$ cat config.mk
export PLATFORM = sky130hd
export DESIGN_NAME = adc_config_output_register_bank
export DESIGN_NICKNAME = d
export VERILOG_FILES = /design/src/rtl/adc_cfg_pkg.sv /design/src/rtl/adc_config_output_register_bank.sv
export VERILOG_INCLUDE_DIRS = /design/src /design/src/rtl
export SDC_FILE = /design/constraint.sdc
export NUM_CORES = 1
export LEC_CHECK = 0
export BUFFER_PORTS_ARGS = -buffer_cell sky130_fd_sc_hd__buf_4
export CAP_MARGIN = 20
export CORE_ASPECT_RATIO = 1.4
export CORE_MARGIN = 2
export CORE_UTILIZATION = 55
export CTS_BUF_LIST = sky130_fd_sc_hd__clkbuf_4 sky130_fd_sc_hd__clkbuf_8
export CTS_CLUSTER_DIAMETER = 60
export DETAILED_ROUTE_END_ITERATION = 6
export GPL_ROUTABILITY_DRIVEN = 1
export PLACE_DENSITY = 0.82
export RECOVER_POWER = 50
export SETUP_SLACK_MARGIN = 0.2
export SYNTH_ARGS = -nofsm -noshare
export SYNTH_HDL_FRONTEND = slang
export SYNTH_SLANG_ARGS = --single-unit
$ cat constraint.sdc
create_clock -name sys_clk -period 1.6 [get_ports sys_clk]
set_input_delay 0.32 -clock sys_clk [delete_from_list [all_inputs] [get_ports sys_clk]]
set_output_delay 0.32 -clock sys_clk [all_outputs]
set_load 0.02 [all_outputs]
$ cat src/rtl/adc_cfg_defs.svh
// register offsets, field positions and reset values of the configuration bank
`ifndef ADC_CFG_DEFS_SVH
`define ADC_CFG_DEFS_SVH
// ==========================================================
// offsets
`define OFS_DIFF_SKEW 8'h70
`define OFS_EDGE_SLIP 8'h71
`define OFS_CLK_RATIO 8'h72
`define OFS_DRV_FMT 8'h73
`define OFS_LOOP_RANGE 8'h74
`define OFS_LC_HI_U0 8'ha4
`define OFS_LC_LO_U0 8'ha5
`define OFS_LS_HI_U0 8'ha6
`define OFS_LS_LO_U0 8'ha7
`define OFS_LC_HI_U1 8'ha8
`define OFS_LC_LO_U1 8'ha9
`define OFS_LS_HI_U1 8'haa
`define OFS_LS_LO_U1 8'hab
`define OFS_CAL_STATE 8'hb6
// ==========================================================
// reset values
`define RST_DIFF_SKEW 8'h80
`define RST_ZERO 8'h00
// ==========================================================
// field positions and codes
`define SLIP_BIT 0
`define RATIO_MSB 2
`define DRV_MSB 7
`define DRV_LSB 5
`define FMT_MSB 2
`define RANGE_BIT 6
`define CAL_DONE_BIT 0
`define RATIO_PIN 3'h0
`define RATIO_DIV1 3'h1
`define RATIO_DIV2 3'h2
`define DRV_DIFF_3MA 3'h0
`define DRV_DIFF_LOW 3'h1
`define DRV_SINGLE 3'h4
`define FMT_TWOS 3'h0
`define FMT_GRAY 3'h2
`define FMT_OFFSET 3'h4
`endif

$ cat src/rtl/adc_cfg_pkg.sv
// types shared by the configuration bank
package adc_cfg_pkg;
    typedef enum logic [1:0] {RATIO_BY_PIN, RATIO_BY_ONE, RATIO_BY_TWO} ratio_mode_e;
    typedef enum logic [1:0] {DRIVE_DIFF_FULL, DRIVE_DIFF_LOW, DRIVE_SINGLE_ENDED} drive_mode_e;
    typedef enum logic [1:0] {FORMAT_TWOS, FORMAT_GRAY, FORMAT_OFFSET} number_format_e;
endpackage : adc_cfg_pkg

$ cat src/rtl/adc_config_output_register_bank.sv
// byte-wide configuration and status registers for clocking, output drive and loop control
`include "adc_cfg_defs.svh"
module adc_config_output_register_bank
    import adc_cfg_pkg::*;
(
    input wire logic sys_clk, // 50 MHz clock
    input wire logic arst_n, // asynchronous power-up reset
    input wire logic soft_rst, // one-cycle soft reset command
    input wire logic wr_en, // one-cycle write strobe
    input wire logic rd_en, // one-cycle read strobe
    input wire logic [7:0] addr, // register address
    input wire logic [7:0] wr_data, // write byte
    input wire logic cal_done_in, // calibration done from core, same clock
    input wire logic [7:0] ls_hi_u0_in, // loop status high, unit 0
    input wire logic [7:0] ls_lo_u0_in, // loop status low, unit 0
    input wire logic [7:0] ls_hi_u1_in, // loop status high, unit 1
    input wire logic [7:0] ls_lo_u1_in, // loop status low, unit 1
    input wire logic ratio_pin, // external divide select pin
    output logic [7:0] rd_data, // read byte
    output logic rd_valid, // read answer pulse
    output logic [7:0] diff_skew, // differential skew value
    output logic edge_slip, // move sampling to next edge
    output logic ratio_pin_ctl, // divider follows the pin
    output logic div_by_two, // conversion clock divided by two
    output logic [1:0] drive_mode, // drive_mode_e value
    output logic [1:0] num_format, // number_format_e value
    output logic loop_slow, // slow loop range selected
    output logic [7:0] lc_hi_u0, // loop control high, unit 0
    output logic [7:0] lc_lo_u0, // loop control low, unit 0
    output logic [7:0] lc_hi_u1, // loop control high, unit 1
    output logic [7:0] lc_lo_u1 // loop control low, unit 1
);

    // ==========================================================
    // storage
    logic [7:0] skew_r;
    logic slip_r;
    // only defined fields are stored, so reserved bits cannot read back
    logic [2:0] ratio_r;
    logic [2:0] drv_r;
    logic [2:0] fmt_r;
    logic range_r;
    logic [7:0] lc_r [4];
    logic pin_s1_r;
    logic pin_s2_r;

    function automatic logic hit(input logic [7:0] a, input logic [7:0] ofs);
        hit = (a == ofs);
    endfunction : hit

    // ==========================================================
    // soft-reset volatile registers
    // a write that meets soft_rst loses; the reset value wins
    always_ff @(posedge sys_clk or negedge arst_n) begin
        if (!arst_n) begin
            skew_r <= `RST_DIFF_SKEW;
            slip_r <= 1'b0;
        end else if (soft_rst) begin
            skew_r <= `RST_DIFF_SKEW;
            slip_r <= 1'b0;
        end else if (wr_en) begin
            if (hit(addr, `OFS_DIFF_SKEW)) begin
                skew_r <= wr_data;
            end
            if (hit(addr, `OFS_EDGE_SLIP)) begin
                slip_r <= wr_data[`SLIP_BIT];
            end
        end
    end

    // ==========================================================
    // registers kept across soft reset; only power-up clears them
    // soft_rst is left out on purpose so a soft reset cannot glitch the clocking
    always_ff @(posedge sys_clk or negedge arst_n) begin
        if (!arst_n) begin
            ratio_r <= 3'h0;
            drv_r <= 3'h0;
            fmt_r <= 3'h0;
            range_r <= 1'b0;
        end else if (wr_en) begin
            if (hit(addr, `OFS_CLK_RATIO)) begin
                ratio_r <= wr_data[`RATIO_MSB:0];
            end
            if (hit(addr, `OFS_DRV_FMT)) begin
                drv_r <= wr_data[`DRV_MSB:`DRV_LSB];
                fmt_r <= wr_data[`FMT_MSB:0];
            end
            if (hit(addr, `OFS_LOOP_RANGE)) begin
                range_r <= wr_data[`RANGE_BIT];
            end
        end
    end

    // ==========================================================
    // loop control bytes, factory values loaded as zero here
    genvar gi;
    generate
        for (gi = 0; gi < 4; gi++) begin : g_lc
            localparam logic [7:0] OFS = (gi == 0) ? `OFS_LC_HI_U0 : (gi == 1) ? `OFS_LC_LO_U0 :
                                         (gi == 2) ? `OFS_LC_HI_U1 : `OFS_LC_LO_U1;
            always_ff @(posedge sys_clk or negedge arst_n) begin
                if (!arst_n) begin
                    lc_r[gi] <= `RST_ZERO;
                end else if (wr_en && hit(addr, OFS)) begin
                    lc_r[gi] <= wr_data;
                end
            end
        end
    endgenerate

    // ==========================================================
    // pin sync; the divide select pin is asynchronous to sys_clk
    always_ff @(posedge sys_clk or negedge arst_n) begin
        if (!arst_n) begin
            pin_s1_r <= 1'b0;
            pin_s2_r <= 1'b0;
        end else begin
            pin_s1_r <= ratio_pin;
            pin_s2_r <= pin_s1_r;
        end
    end

    // ==========================================================
    // decoded controls; reserved drive and format codes fall back to the reset default, reserved ratio codes to divide by one
    always_ff @(posedge sys_clk or negedge arst_n) begin
        if (!arst_n) begin
            diff_skew <= `RST_DIFF_SKEW;
            edge_slip <= 1'b0;
            ratio_pin_ctl <= 1'b1;
            div_by_two <= 1'b0;
            drive_mode <= DRIVE_DIFF_FULL;
            num_format <= FORMAT_TWOS;
            loop_slow <= 1'b0;
            lc_hi_u0 <= `RST_ZERO;
            lc_lo_u0 <= `RST_ZERO;
            lc_hi_u1 <= `RST_ZERO;
            lc_lo_u1 <= `RST_ZERO;
        end else begin
            diff_skew <= skew_r;
            edge_slip <= slip_r;
            ratio_pin_ctl <= (ratio_r == `RATIO_PIN);
            // reserved ratio codes run undivided rather than stopping the converter clock
            unique case (ratio_r)
                `RATIO_PIN: div_by_two <= pin_s2_r;
                `RATIO_DIV2: div_by_two <= 1'b1;
                default: div_by_two <= 1'b0;
            endcase
            unique case (drv_r)
                `DRV_DIFF_LOW: drive_mode <= DRIVE_DIFF_LOW;
                `DRV_SINGLE: drive_mode <= DRIVE_SINGLE_ENDED;
                default: drive_mode <= DRIVE_DIFF_FULL;
            endcase
            unique case (fmt_r)
                `FMT_GRAY: num_format <= FORMAT_GRAY;
                `FMT_OFFSET: num_format <= FORMAT_OFFSET;
                default: num_format <= FORMAT_TWOS;
            endcase
            loop_slow <= range_r;
            lc_hi_u0 <= lc_r[0];
            lc_lo_u0 <= lc_r[1];
            lc_hi_u1 <= lc_r[2];
            lc_lo_u1 <= lc_r[3];
        end
    end

    // ==========================================================
    // read path: answer one cycle after the strobe
    // rd_data holds between reads so the host may collect it late
    logic [7:0] rd_nxt;
    always_comb begin
        rd_nxt = 8'h00;
        unique case (addr)
            `OFS_DIFF_SKEW: rd_nxt = skew_r;
            `OFS_EDGE_SLIP: rd_nxt = {7'h00, slip_r};
            `OFS_CLK_RATIO: rd_nxt = {5'h00, ratio_r};
            `OFS_DRV_FMT: rd_nxt = {drv_r, 2'h0, fmt_r};
            `OFS_LOOP_RANGE: rd_nxt = {1'b0, range_r, 6'h00};
            `OFS_LC_HI_U0: rd_nxt = lc_r[0];
            `OFS_LC_LO_U0: rd_nxt = lc_r[1];
            // status bytes are read live from the core; writes have nowhere to land
            `OFS_LS_HI_U0: rd_nxt = ls_hi_u0_in;
            `OFS_LS_LO_U0: rd_nxt = ls_lo_u0_in;
            `OFS_LC_HI_U1: rd_nxt = lc_r[2];
            `OFS_LC_LO_U1: rd_nxt = lc_r[3];
            `OFS_LS_HI_U1: rd_nxt = ls_hi_u1_in;
            `OFS_LS_LO_U1: rd_nxt = ls_lo_u1_in;
            `OFS_CAL_STATE: rd_nxt = {7'h00, cal_done_in};
            default: rd_nxt = 8'h00;
        endcase
    end

    always_ff @(posedge sys_clk or negedge arst_n) begin
        if (!arst_n) begin
            rd_data <= 8'h00;
            rd_valid <= 1'b0;
        end else begin
            rd_valid <= rd_en;
            if (rd_en) begin
                rd_data <= rd_nxt;
            end
        end
    end

    // ==========================================================
    // checks
    a_soft_keeps_cfg: assert property (@(posedge sys_clk) disable iff (!arst_n)
        soft_rst && !wr_en |=> $stable(ratio_r) && $stable(drv_r) && $stable(fmt_r) && $stable(range_r))
        else $error("soft reset changed a kept register");
    a_ratio_div2: assert property (@(posedge sys_clk) disable iff (!arst_n)
        ratio_r == `RATIO_DIV2 |=> div_by_two && !ratio_pin_ctl)
        else $error("divide by two not applied");
    a_ratio_div1: assert property (@(posedge sys_clk) disable iff (!arst_n)
        ratio_r == `RATIO_DIV1 |=> !div_by_two && !ratio_pin_ctl)
        else $error("divide by one not applied");
    a_drive_single: assert property (@(posedge sys_clk) disable iff (!arst_n)
        wr_en && addr == `OFS_DRV_FMT && wr_data[7:5] == `DRV_SINGLE |=> ##1 drive_mode == DRIVE_SINGLE_ENDED)
        else $error("single-ended drive not selected");
    a_format_gray: assert property (@(posedge sys_clk) disable iff (!arst_n)
        wr_en && addr == `OFS_DRV_FMT && wr_data[2:0] == `FMT_GRAY |=> ##1 num_format == FORMAT_GRAY)
        else $error("gray format not selected");
    a_range_write: assert property (@(posedge sys_clk) disable iff (!arst_n)
        wr_en && addr == `OFS_LOOP_RANGE |=> ##1 loop_slow == $past(wr_data[6], 2))
        else $error("loop range mismatch");
    a_cal_read: assert property (@(posedge sys_clk) disable iff (!arst_n)
        rd_en && addr == `OFS_CAL_STATE |=> rd_valid && rd_data == {7'h00, $past(cal_done_in)})
        else $error("calibration status read wrong");
    a_slip_soft: assert property (@(posedge sys_clk) disable iff (!arst_n)
        soft_rst |=> ##1 !edge_slip)
        else $error("slip not cleared by soft reset");
    a_reserved_zero: assert property (@(posedge sys_clk) disable iff (!arst_n)
        rd_en && (addr == 8'h75 || addr == 8'hb7) |=> rd_data == 8'h00)
        else $error("reserved address read nonzero");

    // ==========================================================
    // checks: clock ratio and power-up state
    a_ratio_pin: assert property (@(posedge sys_clk) disable iff (!arst_n)
        ratio_r == `RATIO_PIN |=> ratio_pin_ctl && div_by_two == $past(pin_s2_r))
        else $error("pin control not followed");
    a_ratio_reserved: assert property (@(posedge sys_clk) disable iff (!arst_n)
        ratio_r > `RATIO_DIV2 |=> !div_by_two && !ratio_pin_ctl)
        else $error("reserved ratio code not at divide by one");
    // no disable here: these two watch the reset level itself
    a_power_clear: assert property (@(posedge sys_clk)
        !arst_n |=> ratio_r == 3'h0 && drv_r == 3'h0 && fmt_r == 3'h0 && !range_r)
        else $error("kept register not cleared at power-up");
    a_power_outputs: assert property (@(posedge sys_clk)
        !arst_n |=> ratio_pin_ctl && !div_by_two && drive_mode == DRIVE_DIFF_FULL && num_format == FORMAT_TWOS
            && !loop_slow)
        else $error("decoded outputs not at power-up defaults");

    // ==========================================================
    // checks: output driver and number format
    a_drive_low: assert property (@(posedge sys_clk) disable iff (!arst_n)
        wr_en && addr == `OFS_DRV_FMT && wr_data[7:5] == `DRV_DIFF_LOW |=> ##1 drive_mode == DRIVE_DIFF_LOW)
        else $error("reduced differential drive not selected");
    a_drive_default: assert property (@(posedge sys_clk) disable iff (!arst_n)
        wr_en && addr == `OFS_DRV_FMT && wr_data[7:5] != `DRV_DIFF_LOW && wr_data[7:5] != `DRV_SINGLE
            |=> ##1 drive_mode == DRIVE_DIFF_FULL)
        else $error("default or reserved drive code not at full differential");
    a_format_offset: assert property (@(posedge sys_clk) disable iff (!arst_n)
        wr_en && addr == `OFS_DRV_FMT && wr_data[2:0] == `FMT_OFFSET |=> ##1 num_format == FORMAT_OFFSET)
        else $error("offset binary format not selected");
    a_format_default: assert property (@(posedge sys_clk) disable iff (!arst_n)
        wr_en && addr == `OFS_DRV_FMT && wr_data[2:0] != `FMT_GRAY && wr_data[2:0] != `FMT_OFFSET
            |=> ##1 num_format == FORMAT_TWOS)
        else $error("default or reserved format code not at twos complement");

    // ==========================================================
    // checks: edge slip, read-only and reserved locations
    a_slip_write: assert property (@(posedge sys_clk) disable iff (!arst_n)
        wr_en && !soft_rst && addr == `OFS_EDGE_SLIP |=> ##1 edge_slip == $past(wr_data[`SLIP_BIT], 2))
        else $error("edge slip request not applied");
    a_cal_ignored: assert property (@(posedge sys_clk) disable iff (!arst_n)
        wr_en && !soft_rst && addr == `OFS_CAL_STATE
            |=> $stable({skew_r, slip_r, ratio_r, drv_r, fmt_r, range_r, lc_r[0], lc_r[1], lc_r[2], lc_r[3]}))
        else $error("write to calibration status changed a register");
    a_reserved_write: assert property (@(posedge sys_clk) disable iff (!arst_n)
        wr_en && !soft_rst && (addr == 8'h75 || addr == 8'hb7 || addr == 8'h90)
            |=> $stable({skew_r, slip_r, ratio_r, drv_r, fmt_r, range_r, lc_r[0], lc_r[1], lc_r[2], lc_r[3]}))
        else $error("write to reserved address changed a register");
    a_slip_bits: assert property (@(posedge sys_clk) disable iff (!arst_n)
        rd_en && addr == `OFS_EDGE_SLIP |=> rd_data[7:1] == 7'h00)
        else $error("slip register reserved bits read nonzero");
    a_ratio_bits: assert property (@(posedge sys_clk) disable iff (!arst_n)
        rd_en && addr == `OFS_CLK_RATIO |=> rd_data[7:3] == 5'h00)
        else $error("ratio register reserved bits read nonzero");
    a_mode_bits: assert property (@(posedge sys_clk) disable iff (!arst_n)
        rd_en && addr == `OFS_DRV_FMT |=> rd_data[4:3] == 2'h0)
        else $error("driver format register reserved bits read nonzero");
    a_range_bits: assert property (@(posedge sys_clk) disable iff (!arst_n)
        rd_en && addr == `OFS_LOOP_RANGE |=> !rd_data[7] && rd_data[5:0] == 6'h00)
        else $error("loop range register reserved bits read nonzero");

endmodule : adc_config_output_register_bank

Word-level counts from Yosys, hierarchy flattened

Cells that the tools add are included.

Register bits: 110
Bits of input ports: 55
Word-level logic and storage cells: 67

Equality and inequality tests: 19
Muxes and demuxes: 10
Reduce and logical (&&, ||, !) cells: 13

Operators with widths:

| kind                                          | number |
|---|---|
| one-hot mux 8 bit (14 select lines)           | 1 |
| == test 8 bit, second input constant          | 9 |
| == test 8 x 7 -> 1 bit, second input constant | 5 |
| two-way mux 8 bit                             | 3 |
| AND reduction 2 bit                           | 5 |
| one-hot mux 2 bit (2 select lines)            | 2 |
| == test 3 x 2 -> 1 bit, second input constant | 2 |
| == test 3 bit, second input constant          | 2 |
| nonzero test 2 bit                            | 3 |
| logical AND 1 bit                             | 4 |
| == test 3 x 1 -> 1 bit, second input constant | 1 |
| logical NOT 3 bit                             | 1 |
| two-way mux 1 bit                             | 3 |
| one-hot mux 1 bit (2 select lines)            | 1 |

Logic depth before layout (Yosys ltp)

Depth after elaboration: 4
Depth in mapped cells: 7
Depth with buffers taken out: 5

Least setup slack after synthesis

Ideal clock, no wire load.

Path kind: in2reg
Start: in addr[0]
End: reg rd_data[0]
Library setup time: 145 ps
Arrival: 1566 ps
Slack: -111 ps
Stages: 5
Buffers on the path: 2
Cells stage by stage: buf_2 buf_2 mux4_2 a211oi_1 o221ai_1

Word-level cells in the longest chain between the ends: 2
Elaborated cells on any way between the ends: 15

RTL lines:

| what                                                    | line                                   | RTL |
|---|---|---|
| from (decl)                                             | adc_config_output_register_bank.sv:11  | `input wire logic [7:0] addr,` |
| == test 8 bit or == test 8 x 7 -> 1 bit (tied branches) | adc_config_output_register_bank.sv:172 | `unique case (addr)` |
| one-hot mux 8 bit (14 select lines) *                   | adc_config_output_register_bank.sv:172 |  |
| to (signal assigned)                                    | adc_config_output_register_bank.sv:199 | `rd_data <= rd_nxt;` |
| to (decl)                                               | adc_config_output_register_bank.sv:19  | `output logic [7:0] rd_data,` |

Mark *: on every way between the ends. The rest lies on a longest branch, timed or not.
A chain may end at the register's enable or synchronous reset.

Worst setup path in the final report

Start: in addr[7]
End: reg rd_data[3]

Same word-level chain as after synthesis.

==> impl_summary.txt <==
----------------------------------------------------
[Run status]
  Outcome ... finished, final reports clean

[GRT]
  Number of global-route vias before repair ... between 3,000 and 4,000
  Total global routing track utilization ... 0.302
  Maximum number of pins on one net before global-route repair ... 56
  Remaining Overflow, GRT ... 0
  Wire length of the first global-routing pass ... 19,900 um
  Number of antenna violations at the first check in global routing ... 0

[Placed design]
  Placer's final routability congestion estimate ... roughly 0.96
  Dpl hpwl ... about 9400 um
  Placed inst area ... around 6000 um2
  I/O Buffers ... 111
  Post-placement setup slack ... -203 ps

[Drt]
  Number of antenna-violating nets in the routed design ... 0
  Drt drc ... 0
  Post-detailed-route via-to-cell ratio ... 6.01
  Total routed wirelength ... 13,200 um
  1st-pass router iterations ... 5
  Initial detailed-routing violation count ... between 300 and 400
  Average wire length per cell after detail routing ... approximately 22 um
  Number of vias after detailed routing ... 3,633

[Floorplanning]
  Core Rows ... 39
  Ports ... between 100 and 150
  Die Ht ... 111 um
  Overall die area ... about 9000 um2
  Core area ... 8100 um2
  Starting density of the core ... 0.559
  Overall die width ... 80.7 um

[STA]
  Minimum clock period after layout ... approximately 1400 ps
  Setup TNS ... 0 ps
  Max-slew headroom at the worst pin ... 0.626
  Unrepaired setup endpoints after global routing ... true
  Count of pins over their slew limit ... 0
  Worst Tran Pin Value ... approximately 560 ps
  Final Hold Violating Endpoints ... 0
  PnR worst setup slack ... 191 ps
  Final Skew ... between 9 and 10 ps
  Achievable Freq ... roughly 710 MHz
  Final setup fails ... 0
  Tcrit/Tclk final ... 0.881

[Synthesis]
  Fraction of synthesized cell area taken by the top area cell type ... 0.592
  Cell variety after synth ... 58
  Cell area after technology mapping ... 4530 um2
  Post-synthesis area per instance ... between 10 and 15 um2
  Number of synthesis warnings ... 0
  Number of flip-flops and latches in the synthesized netlist ... 110
  Library cell with the largest summed area after synthesis ... dfrtp_1
  Number of enable-type register cells in the synthesized netlist ... 0
  Proportion of register bits with asynchronous set or reset after synthesis ... 1.00
  Sequential area share after synthesis ... 0.609
  Gate count of the mapped netlist ... between 300 and 400
  Primary FF master, synth ... dfrtp_1
  Net Count, Synth ... 379
  Main area contributors after synthesis ... dfrtp_1, mux2_2, mux2i_1

[Worst setup path]
  Data arrival time of the critical path ... 1700 ps
  Crit start category ... primary input
  Worst setup path category ... in2reg
  Endpoint type of the worst setup path ... register
  CP required ... roughly 1900 ps
  Worst flop-to-flop path endpoint ... rd_data[4]
  R2R Path Start ... lc_r[28]
  Highest net fanout along the worst path ... 6
  Slack of the worst reg-to-reg path ... about 220 ps
  Reg2Reg Depth ... 4

[Run]
  Max-cap violations ... 0

[Clocking]
  Clock slew at reported path FFs ... around 90 ps
  Num CTS Buffers ... 9
  Clock latency on the worst-skew pair ... 380 ps
  Num Clock Sinks ... 110
  Number of levels the H-tree was split into ... 3
  Max clock buf depth ... 2
  CTS tree ... built
  CTS Root Buffer Type ... clkbuf_8

[Min path]
  Startpoint of the worst hold path ... ratio_pin
  End point of the most critical hold path ... pin_s1_r
  Number of cells on the worst hold path ... 1
  Class of the most critical hold timing path ... in2reg

[Pwr]
  Tot Pwr ... roughly 5.5 mW
  Power density over the cells ... a little under 900 nW/um2
  Maximum VDD drop ... 0.759 mV
  Leakage power ... 3.13 nW

[Final layout]
  Count of filler cells inserted in the layout ... between 400 and 500
  NumNets Final ... 552
  Area used by multi-input combinational logic ... between 1500 and 2000 um2
  Area growth from synthesis to final layout ... 40.6%
  Post-route cell area ... about 6400 um2
  Number of inserted diodes ... 0
  Sequential Area ... about 2800 um2
  Share of post-route cells with drive strength above 1 ... 0.552

----------------------------------------------------
what timing repair did:
action / in CTS / in global routing
pin swaps: 1 / 10
gates resized for setup: 1 / 16
setup buffers: 1 / 9
hold buffers: 1 / 0
endpoints found under the hold margin: 19 / 0
gates cloned: 0 / 1
setup endpoints to repair: 2 / 26
metrics by stage:
step / hold slack, ps / cells / util
floorplan: 24.4 / 324 / -
global placement: 222 / 576 / 0.739
detailed placement: 228 / 576 / 0.739
CTS: 27.5 / 594 / 0.770
global route: 51.4 / 604 / 0.785
finish: 63.0 / 604 / 0.785
kinds of logic after synthesis:
| group | count (synthesis) | synth area share |
|---|---|---|
| mux | 65 | 0.171 |
| simple gates | 75 | 0.104 |
| flops | 110 | 0.609 |
| buf+inv | 20 | 0.0224 |
| xor+xnor | 1 | 0.00194 |
| compound gates | 53 | 0.0918 |
cell type report:
| cell class | count | share of cell area |
|---|---|---|
| clock inverters | 4 | 0.0110 |
| flip-flops and latches | 110 | 0.433 |
| repair buffers | 178 | 0.217 |
| well taps | 102 | 0.0201 |
| inverters | 3 | 0.00177 |
| clock buffers | 12 | 0.0250 |
| multi-input cells | 195 | 0.292 |
synth_stat cells (2+ instances only):
library cell,count
mux2_2,48
buf_2,5
a21oi_1,8
nor3b_1,6
nor3_1,6
nand3_1,5
nor2b_1,4
buf_6,2
o22ai_1,4
dfrtp_1,107
a22oi_1,12
nand3b_1,4
nand4_1,5
nor2_1,14
nand4b_1,4
nor2_4,2
dfstp_2,3
inv_1,3
a211o_1,2
clkbuf_1,7
nand2_1,9
mux2i_1,12
a2bb2oi_1,4
nand3_2,2
o2bb2ai_1,6
mux4_2,5
o21ai_0,4
metal layers:
layer	global-route usage	vias up	part of all wire
li1	-	1557	-
met1	0.382	1813	0.38
met2	0.498	226	0.52
met3	0.0632	37	0.069
met4	0.131	0	0.030
met5	0	-	0
where the power goes:
group	switching [mW]	total (mW)	internal, mW
combinational	0.366	0.728	0.362
sequential	0.0619	2.95	2.88
clock	0.882	1.86	0.980
how the worst max path moves through the flow:
| stage | to | depth (start not counted) | from | slack, ps |
|---|---|---|---|---|
| final | rd_data[3] | 6 | addr[7] | 190 |
| after global routing | diff_skew[2] | 3 | arst_n | 120 |
| after CTS | rd_data[6] | 8 | addr[4] | 210 |
| after detailed placement | lc_r[21] | 6 | addr[0] | -200 |
| after global placement | lc_r[21] | 6 | addr[0] | -220 |
| after floorplan | rd_data[6] | 6 | addr[6] | 60 |
registers in the layout, summed over array words and instances (netlist names), 2 cells and up:
| signal | cells |
|---|---|
| diff_skew | 8 |
| drive_mode | 2 |
| drv_r | 3 |
| fmt_r | 3 |
| lc_hi_u0 | 8 |
| lc_hi_u1 | 8 |
| lc_lo_u0 | 8 |
| lc_lo_u1 | 8 |
| lc_r | 32 |
| num_format | 2 |
| ratio_r | 3 |
| rd_data | 8 |
| skew_r | 8 |
critical path: stages:
cell,delay [ps]
buf_8,110
or3b_4,400
a2111oi_4,410
a2bb2oi_4,140
buf_6,150
a32oi_1,170
cell usage in the layout, fill, tap and decap left out, drive strengths merged, types with 2 or more instances in the layout:
| cell | n |
|---|---|
| buf | 170 |
| dfrtp | 107 |
| mux2 | 48 |
| clkbuf | 19 |
| nor2 | 17 |
| mux2i | 12 |
| a22oi | 12 |
| nand2 | 9 |
| a21oi | 8 |
| nor3 | 7 |
| nand3 | 7 |
| nor3b | 6 |
| o2bb2ai | 6 |
| nand4 | 5 |
| mux4 | 5 |
| a2bb2oi | 5 |
| nand3b | 4 |
| o21ai | 4 |
| o22ai | 4 |
| nand4b | 4 |
| nor2b | 4 |
| inv | 3 |
| and2 | 3 |
| dfstp | 3 |
| and2b | 2 |
| a211o | 2 |
| clkinv | 2 |
| bufinv | 2 |
| nor4b | 2 |
| and3 | 2 |
Power figures use the tool's default switching activity.
